===== src/hdl/reset_sources_cfg.svh =====
// Addresses, field positions, reset values and timing figures of the reset-source block
`ifndef RESET_SOURCES_CFG_SVH
`define RESET_SOURCES_CFG_SVH

`define ADDR_SUPPLY_CTRL    8'hFF
`define ADDR_RESET_CAUSE    8'hEF
`define ADDR_IRQ_STATUS     8'hE0
`define ADDR_IRQ_CLEAR      8'hE1
`define ADDR_IRQ_ENABLE     8'hE2

`define BIT_MONITOR_ON      7
`define BIT_SUPPLY_ABOVE    6
`define BIT_PIN_CAUSE       0
`define BIT_POWER_CAUSE     1
`define BIT_CLOCK_CAUSE     2

`define IRQ_SUPPLY_DROP     0
`define IRQ_CLOCK_LOST      1
`define IRQ_PIN_RESET       2

`define CAUSE_AFTER_POWER   3'h2
`define CAUSE_AFTER_PIN     3'h1
`define CAUSE_AFTER_CLOCK   3'h4

`define CLOCK_PERIOD_NS     25
`define POR_DELAY_NS        300000
`define MONITOR_SETTLE_NS   100000
`define CLOCK_TIMEOUT_NS    500
`define CLOCK_HOLD_NS       100

`endif


===== src/hdl/reset_sources_pkg.sv =====
// Types shared by the reset-source block and its clock-loss detector
package reset_sources_pkg;

    typedef enum logic [1:0] {
        ST_POWER_ON  = 2'b00,
        ST_RUN       = 2'b01,
        ST_HOLD      = 2'b10,
        ST_CLOCKHOLD = 2'b11
    } seq_state_t;

    typedef enum logic [1:0] {
        CAUSE_NONE   = 2'b00,
        CAUSE_SUPPLY = 2'b01,
        CAUSE_PIN    = 2'b10,
        CAUSE_CLOCK  = 2'b11
    } cause_t;

    typedef struct packed {
        seq_state_t  fsm;
        cause_t      pend;
        logic [15:0] holdCnt;
        logic [11:0] settleCnt;
        logic        monitorOn;
        logic        supplySel;
        logic        clockLossEn;
        logic [2:0]  causeFlags;
        logic [2:0]  irqStatus;
        logic [2:0]  irqEnable;
        logic        irq;
        logic [7:0]  rdData;
        logic        coreReset;
        logic        pinOe;
        logic        supplyPrev;
    } seq_regs_t;

    typedef struct packed {
        logic       prevSense;
        logic [7:0] count;
        logic       lost;
    } detector_regs_t;

endpackage


===== src/hdl/clock_loss_detector.sv =====
// Retriggerable one-shot that flags a system clock stuck high or low
`timescale 1ns/1ps
`include "reset_sources_cfg.svh"

module clock_loss_detector
    import reset_sources_pkg::*;
(
    input  wire logic clock,
    input  wire logic reset,
    input  wire logic enable,
    input  wire logic clockSense,
    output logic      lost
);

    // Longest time, so the count rounds down
    localparam int TimeoutCycles = `CLOCK_TIMEOUT_NS / `CLOCK_PERIOD_NS;

    detector_regs_t r_q;
    detector_regs_t r_d;

    always_comb
    begin
        r_d = r_q;
        r_d.prevSense = clockSense;
        if (!enable)
        begin
            r_d.count = 8'h00;
            r_d.lost  = 1'b0;
        end
        else if (clockSense != r_q.prevSense)
        begin
            r_d.count = 8'h00;
        end
        else if (r_q.count == 8'(TimeoutCycles - 1))
        begin
            r_d.lost = 1'b1;
        end
        else
        begin
            r_d.count = r_q.count + 8'h01;
        end
        if (reset)
        begin
            r_d = '0;
        end
    end

    always_ff @(posedge clock)
    begin
        r_q <= r_d;
    end

    assign lost = r_q.lost;

endmodule // clock_loss_detector


===== src/hdl/reset_sources.sv =====
// Supply-monitor, reset-pin and clock-loss reset sequencer with its registers
`timescale 1ns/1ps
`include "reset_sources_cfg.svh"

module reset_sources
    import reset_sources_pkg::*;
#(
    parameter int PorDelayCycles =
        (`POR_DELAY_NS + `CLOCK_PERIOD_NS - 1) / `CLOCK_PERIOD_NS
)
(
    input  wire logic       clock,
    input  wire logic       reset,
    input  wire logic       supplyAbove,
    input  wire logic       resetPinIn,
    output logic            resetPinOut,
    output logic            resetPinOe,
    input  wire logic       clockSense,
    input  wire logic [7:0] addr,
    input  wire logic [7:0] wrData,
    input  wire logic       wrStrobe,
    input  wire logic       rdStrobe,
    output logic [7:0]      rdData,
    output logic            coreReset,
    output logic            irq
);

    // Least times round up, so the monitor is never trusted too early
    localparam int SettleCycles =
        (`MONITOR_SETTLE_NS + `CLOCK_PERIOD_NS - 1) / `CLOCK_PERIOD_NS;
    localparam int ClockHoldCycles =
        (`CLOCK_HOLD_NS + `CLOCK_PERIOD_NS - 1) / `CLOCK_PERIOD_NS;

    seq_regs_t s_q;
    seq_regs_t s_d;

    logic       clockLost;
    logic       settled;
    logic       supplyOk;
    logic       supplyReq;
    logic       clockReq;
    logic       pinReq;
    logic [2:0] irqEvent;
    logic [2:0] irqClear;

    clock_loss_detector detector (
        .clock      (clock),
        .reset      (reset),
        .enable     (s_q.clockLossEn),
        .clockSense (clockSense),
        .lost       (clockLost)
    );

    always_comb
    begin
        s_d        = s_q;
        s_d.rdData = 8'h00;
        irqEvent   = 3'h0;
        irqClear   = 3'h0;

        // An unsettled monitor reports low supply, which is why selecting it early resets
        settled   = (s_q.settleCnt == 12'(SettleCycles));
        supplyOk  = supplyAbove && settled;
        supplyReq = s_q.monitorOn && s_q.supplySel && !supplyOk;
        clockReq  = s_q.clockLossEn && clockLost;
        // Our own drive of the pin must not look like an outside reset
        pinReq    = !resetPinIn && !s_q.pinOe;

        if (!s_q.monitorOn)
        begin
            s_d.settleCnt = 12'h000;
        end
        else if (!settled)
        begin
            s_d.settleCnt = s_q.settleCnt + 12'h001;
        end

        s_d.supplyPrev = supplyAbove;
        if (s_q.supplyPrev && !supplyAbove && s_q.monitorOn)
        begin
            irqEvent[`IRQ_SUPPLY_DROP] = 1'b1;
        end

        case (s_q.fsm)
            ST_POWER_ON:
            begin
                if (!supplyAbove)
                begin
                    s_d.holdCnt = 16'h0000;
                end
                else if (s_q.holdCnt >= 16'(PorDelayCycles - 1))
                begin
                    s_d.fsm        = ST_RUN;
                    s_d.coreReset  = 1'b0;
                    s_d.pinOe      = 1'b0;
                    s_d.causeFlags = `CAUSE_AFTER_POWER;
                    s_d.supplySel  = 1'b1;
                end
                else
                begin
                    s_d.holdCnt = s_q.holdCnt + 16'h0001;
                end
            end
            ST_RUN:
            begin
                s_d.holdCnt = 16'h0000;
                if (supplyReq)
                begin
                    s_d.fsm       = ST_HOLD;
                    s_d.pend      = CAUSE_SUPPLY;
                    s_d.coreReset = 1'b1;
                    s_d.pinOe     = 1'b1;
                end
                else if (clockReq)
                begin
                    s_d.fsm         = ST_CLOCKHOLD;
                    s_d.pend        = CAUSE_CLOCK;
                    s_d.coreReset   = 1'b1;
                    s_d.clockLossEn = 1'b0;
                    irqEvent[`IRQ_CLOCK_LOST] = 1'b1;
                end
                else if (pinReq)
                begin
                    s_d.fsm       = ST_HOLD;
                    s_d.pend      = CAUSE_PIN;
                    s_d.coreReset = 1'b1;
                    irqEvent[`IRQ_PIN_RESET] = 1'b1;
                end
            end
            ST_HOLD:
            begin
                if (s_q.pend == CAUSE_SUPPLY)
                begin
                    if (supplyOk || !s_q.monitorOn || !s_q.supplySel)
                    begin
                        // No power-on delay here: release on the very next edge
                        s_d.fsm         = ST_RUN;
                        s_d.pend        = CAUSE_NONE;
                        s_d.coreReset   = 1'b0;
                        s_d.pinOe       = 1'b0;
                        s_d.causeFlags  = `CAUSE_AFTER_POWER;
                        s_d.clockLossEn = 1'b0;
                    end
                end
                else if (supplyReq)
                begin
                    s_d.pend  = CAUSE_SUPPLY;
                    s_d.pinOe = 1'b1;
                end
                else if (resetPinIn)
                begin
                    s_d.fsm         = ST_RUN;
                    s_d.pend        = CAUSE_NONE;
                    s_d.coreReset   = 1'b0;
                    s_d.causeFlags  = `CAUSE_AFTER_PIN;
                    s_d.clockLossEn = 1'b0;
                end
            end
            ST_CLOCKHOLD:
            begin
                // The pin is left alone for this source
                s_d.pinOe = 1'b0;
                if (s_q.holdCnt == 16'(ClockHoldCycles - 1))
                begin
                    s_d.fsm        = ST_RUN;
                    s_d.pend       = CAUSE_NONE;
                    s_d.coreReset  = 1'b0;
                    s_d.holdCnt    = 16'h0000;
                    s_d.causeFlags = `CAUSE_AFTER_CLOCK;
                end
                else
                begin
                    s_d.holdCnt = s_q.holdCnt + 16'h0001;
                end
            end
            default:
            begin
                s_d.fsm = ST_POWER_ON;
            end
        endcase

        if (wrStrobe)
        begin
            case (addr)
                `ADDR_SUPPLY_CTRL:
                begin
                    // Only the on bit is stored, the rest is dropped
                    s_d.monitorOn = wrData[`BIT_MONITOR_ON];
                end
                `ADDR_RESET_CAUSE:
                begin
                    s_d.clockLossEn = wrData[`BIT_CLOCK_CAUSE];
                    s_d.supplySel   = wrData[`BIT_POWER_CAUSE];
                end
                `ADDR_IRQ_CLEAR:
                begin
                    irqClear = wrData[2:0];
                end
                `ADDR_IRQ_ENABLE:
                begin
                    s_d.irqEnable = wrData[2:0];
                end
                default:
                begin
                end
            endcase
        end

        // A new event in the clearing cycle stays set
        s_d.irqStatus = (s_q.irqStatus & ~irqClear) | irqEvent;
        s_d.irq       = |(s_d.irqStatus & s_d.irqEnable);

        if (rdStrobe)
        begin
            case (addr)
                `ADDR_SUPPLY_CTRL:
                begin
                    s_d.rdData = {s_q.monitorOn, supplyAbove, 6'h00};
                end
                `ADDR_RESET_CAUSE:
                begin
                    s_d.rdData = {5'h00, s_q.causeFlags};
                end
                `ADDR_IRQ_STATUS:
                begin
                    s_d.rdData = {5'h00, s_q.irqStatus};
                end
                `ADDR_IRQ_ENABLE:
                begin
                    s_d.rdData = {5'h00, s_q.irqEnable};
                end
                default:
                begin
                    s_d.rdData = 8'h00;
                end
            endcase
        end

        if (reset)
        begin
            s_d           = '0;
            s_d.fsm       = ST_POWER_ON;
            s_d.monitorOn = 1'b1;
            s_d.coreReset = 1'b1;
            s_d.pinOe     = 1'b1;
        end
    end

    always_ff @(posedge clock)
    begin
        s_q <= s_d;
    end

    // Open-drain pin only ever pulls low
    assign resetPinOut = 1'b0;
    assign resetPinOe  = s_q.pinOe;
    assign rdData      = s_q.rdData;
    assign coreReset   = s_q.coreReset;
    assign irq         = s_q.irq;
endmodule // reset_sources


===== config.mk =====
export PLATFORM = sky130hd
export DESIGN_NAME = reset_sources
export DESIGN_NICKNAME = d
export VERILOG_FILES = /design/src/hdl/reset_sources_pkg.sv /design/src/hdl/clock_loss_detector.sv /design/src/hdl/reset_sources.sv
export VERILOG_INCLUDE_DIRS = /design/src /design/src/hdl
export SDC_FILE = /design/constraint.sdc
export NUM_CORES = 1
export LEC_CHECK = 0
export BUFFER_PORTS_ARGS = -buffer_cell sky130_fd_sc_hd__buf_4
export CAP_MARGIN = 25
export CORE_ASPECT_RATIO = 1.2
export CORE_MARGIN = 3
export CORE_UTILIZATION = 59
export CTS_CLUSTER_SIZE = 25
export DETAILED_ROUTE_END_ITERATION = 8
export HOLD_SLACK_MARGIN = 0.12
export PLACE_DENSITY = 0.85
export SLEW_MARGIN = 15
export SYNTH_ARGS = -nofsm -noshare
export SYNTH_HDL_FRONTEND = slang
export SYNTH_SLANG_ARGS = --single-unit

===== constraint.sdc =====
create_clock -name clock -period 3.35 [get_ports clock]
set_input_delay 0.67 -clock clock [delete_from_list [all_inputs] [get_ports clock]]
set_output_delay 0.67 -clock clock [all_outputs]
set_load 0.01 [all_outputs]

==> results_dict.tcl <==
set metrics [dict create \
    status "completed" \
    cts_resized 0 \
    register_area_um2 1260 \
    yosys_warnings 0 \
    gr-total-overflow 0 \
    fin_setup_tns_ns 0 \
    critPathKind "reg2reg" \
    hold_viol_final 0 \
    ys.flop_type "dfxtp_1" \
    setup-violations-final 0 \
    grt_max_degree 40 \
    instances_no_fill 467 \
    worst_slack_ns 0.739 \
    slew_headroom_pct 48.5 \
    rrSetupSlack_ns 0.74 \
    hold_buffers 0 \
    cts_buffer_depth 2 \
    ys_top_cells_by_area "dfxtp_1 38%, nor2_1 4.5%, ha_1 3.4%, a21oi_1 3.3%, mux2i_1 3.3%" \
    hp-class "reg2reg" \
    crit_end "s_q[19]$_SDFFE_PP0P_" \
    ios 35 \
    finalCritPeriodShare_pct 78.0 \
    antenna_found_initial 0 \
    worstPathArrival_ns 2.84 \
    cts_root_buf "clkbuf_8" \
    yosysSeqAreaShare_pct 37.8 \
    cts_sinks 63 \
    cts_made_buffers 9 \
    vias_per_cell 6.33 \
    cts.clk_slew.worst_paths_ns 0.07 \
    startpoint_type "register" \
    gp_congestion 0.903 \
    syn_area_per_cell_um2 8.78 \
    synth-edff-count 0 \
    power.density_nw_per_um2 376 \
    worstReg2RegEnd "s_q[19]$_SDFFE_PP0P_" \
    rows 29 \
    synth_cell_types 65 \
    synthTopCellsByCount "63 x dfxtp_1, 40 x nor2_1, 23 x nand2_1" \
    dpl.hpwl_mm 5.04 \
    drtIter0Drc 248 \
    crit_fanout 5 \
    grt_pass1_vias 2776 \
    synth.largest_area_cell "dfxtp_1" \
    drt-pass1-iter-count 4 \
    core_um2 5370 \
    synth.most_common_cell "dfxtp_1" \
    placedCellCount 452 \
    initial_core_util_pct 62.1 \
    layout.nets 433 \
    ir_worst_vdd_v 0.000288 \
    cts_tree "done" \
    multi_input_area_um2 1920 \
    power_leakage_nw 1.31 \
    cp-startpoint "s_q[36]$_SDFFE_PP0P_" \
    dieArea_um2 6600 \
    io_buffers 26 \
    syn_area_um2 3340 \
    htreeDepth 3 \
    synth_seq_cells 63 \
    worstRegToRegCells 6 \
    clk_latency_ns 0.34 \
    grt_pass1_wl_mm 12.0 \
    drc_errors 0 \
    finalCriticalPeriod_ns 2.61 \
    skew_ns 0.00461 \
    synth_top_area_share_pct 37.8 \
    wire_per_inst_um 15.5 \
    place_ws_ns 0.764 \
    wirelength_mm 7.25 \
    num_antenna_cells 0 \
    cp-end-kind "register" \
    tightest_slew_ns 0.766 \
    cap_violations 0 \
    slew_violations 0 \
    postCtsSetupBuffers 0 \
    r2r_start "s_q[36]$_SDFFE_PP0P_" \
    fillCellCount 418 \
    max_freq_mhz 383 \
    synthCells 380 \
    layout-drive-gt1-share_pct 15.1 \
    synthToLayoutAreaGrowth_pct 10.3 \
    grt.total_usage_pct 23.5 \
    grt_setup_unrepaired "false" \
    ant_nets 0 \
    die_h_um 88.4 \
    dieWidth_um 74.7 \
    vias 2954 \
    worstPathRequired_ns 3.58 \
    async_flop_share_pct 0 \
]
-- metal layers --
metal	vias to the layer above	global-route usage, %	routed length [µm]
met5	-	0	0
met4	0	13.3	261
met3	27	7.50	347
met2	96	38.4	3590
met1	1406	26.7	3050
li1	1425	-	-
-- worst min-delay path by stage --
stage,depth (start not counted),end,from
final,2,s_q[53]$_SDFFE_PP0P_,s_q[53]$_SDFFE_PP0P_
after global routing,2,detector.r_q[8]$_SDFFE_PP0N_,detector.r_q[8]$_SDFFE_PP0N_
after CTS,2,detector.r_q[8]$_SDFFE_PP0N_,detector.r_q[8]$_SDFFE_PP0N_
after detailed placement,2,s_q[53]$_SDFFE_PP0P_,s_q[53]$_SDFFE_PP0P_
after global placement,2,s_q[53]$_SDFFE_PP0P_,s_q[53]$_SDFFE_PP0P_
after floorplan,2,s_q[53]$_SDFFE_PP0P_,s_q[53]$_SDFFE_PP0P_
-- layout make-up --
class | count | area share (%)
Clock inverter | 4 | 0.612
Multi-Input combinational cell | 286 | 52.3
Tap cell | 62 | 2.11
Timing Repair Buffer | 27 | 5.50
Sequential cell | 63 | 34.3
Inverter | 14 | 1.43
Clock buffer | 11 | 3.84
-- stage by stage --
| stage | cell area (µm²) | power (mW) | hold WS, ns | util [%] |
|---|---|---|---|---|
| floorplan | 3350 | 0.817 | 0.444 | - |
| global placement | 3520 | 0.841 | 0.458 | 65.5 |
| detailed placement | 3520 | 0.843 | 0.477 | 65.5 |
| CTS | 3680 | 1.40 | 0.487 | 68.6 |
| global route | 3680 | 1.45 | 0.500 | 68.6 |
| finish | 3680 | 1.39 | 0.482 | 68.6 |
-- sequential cells by signal, summed over array words and instances (netlist names) --
| signal | cells |
|---|---|
| detector.r_q | 9 |
| detector.lost | 1 |
| irq | 1 |
| resetPinOe | 1 |
| rdData | 5 |
| s_q | 45 |
| coreReset | 1 |
-- cells in the final DEF (no fill, tap or decap), types with 3 or more instances in the layout --
master | Yosys | final
nor3_1 | 10 | 10
and2_1 | 4 | 4
xor2_1 | 10 | 10
o21ai_0 | 12 | 12
or3_1 | 12 | 12
or4_1 | 9 | 9
buf_4 | 9 | 27
mux2_2 | 3 | 3
nand4b_1 | 3 | 3
a211o_1 | 4 | 4
or4_4 | 4 | 4
a211oi_1 | 5 | 5
nand3b_1 | 3 | 3
dfxtp_1 | 63 | 63
a21oi_1 | 22 | 22
nor2_1 | 40 | 40
nand3_1 | 11 | 11
nand4_1 | 7 | 7
ha_1 | 9 | 9
a22oi_1 | 3 | 3
conb_1 | 1 | 4
o31ai_1 | 9 | 9
nand2b_1 | 13 | 13
xnor2_1 | 7 | 7
inv_1 | 14 | 14
a21o_1 | 3 | 3
clkinv_2 | 0 | 3
nand2_1 | 23 | 23
clkbuf_8 | 0 | 10
mux2i_1 | 11 | 11
-- report_power, final --
group          total [mW]  internal, mW  switching, mW
Sequential          0.761         0.755        0.00535
Combinational      0.0673        0.0305         0.0368
Clock               0.558         0.280          0.277
-- kinds of logic after synthesis --
group	Yosys count	synth area share (%)
simple gates	156	25.9
compound gates	84	18.4
flops	63	37.8
buf+inv	34	4.87
xor+xnor	17	4.46
mux	16	5.10
fa+ha+maj	9	3.37
other cells	1	0.112
-- critical path, cell delays in order, from the launching register on --
cell,delay [ns]
dfxtp_1,0.38
ha_1,0.27
or3b_2,0.50
o41ai_4,0.27
o41ai_2,0.19
or4_1,0.56
mux2_1,0.34
Note: power is estimated with default switching activity, not from simulation.
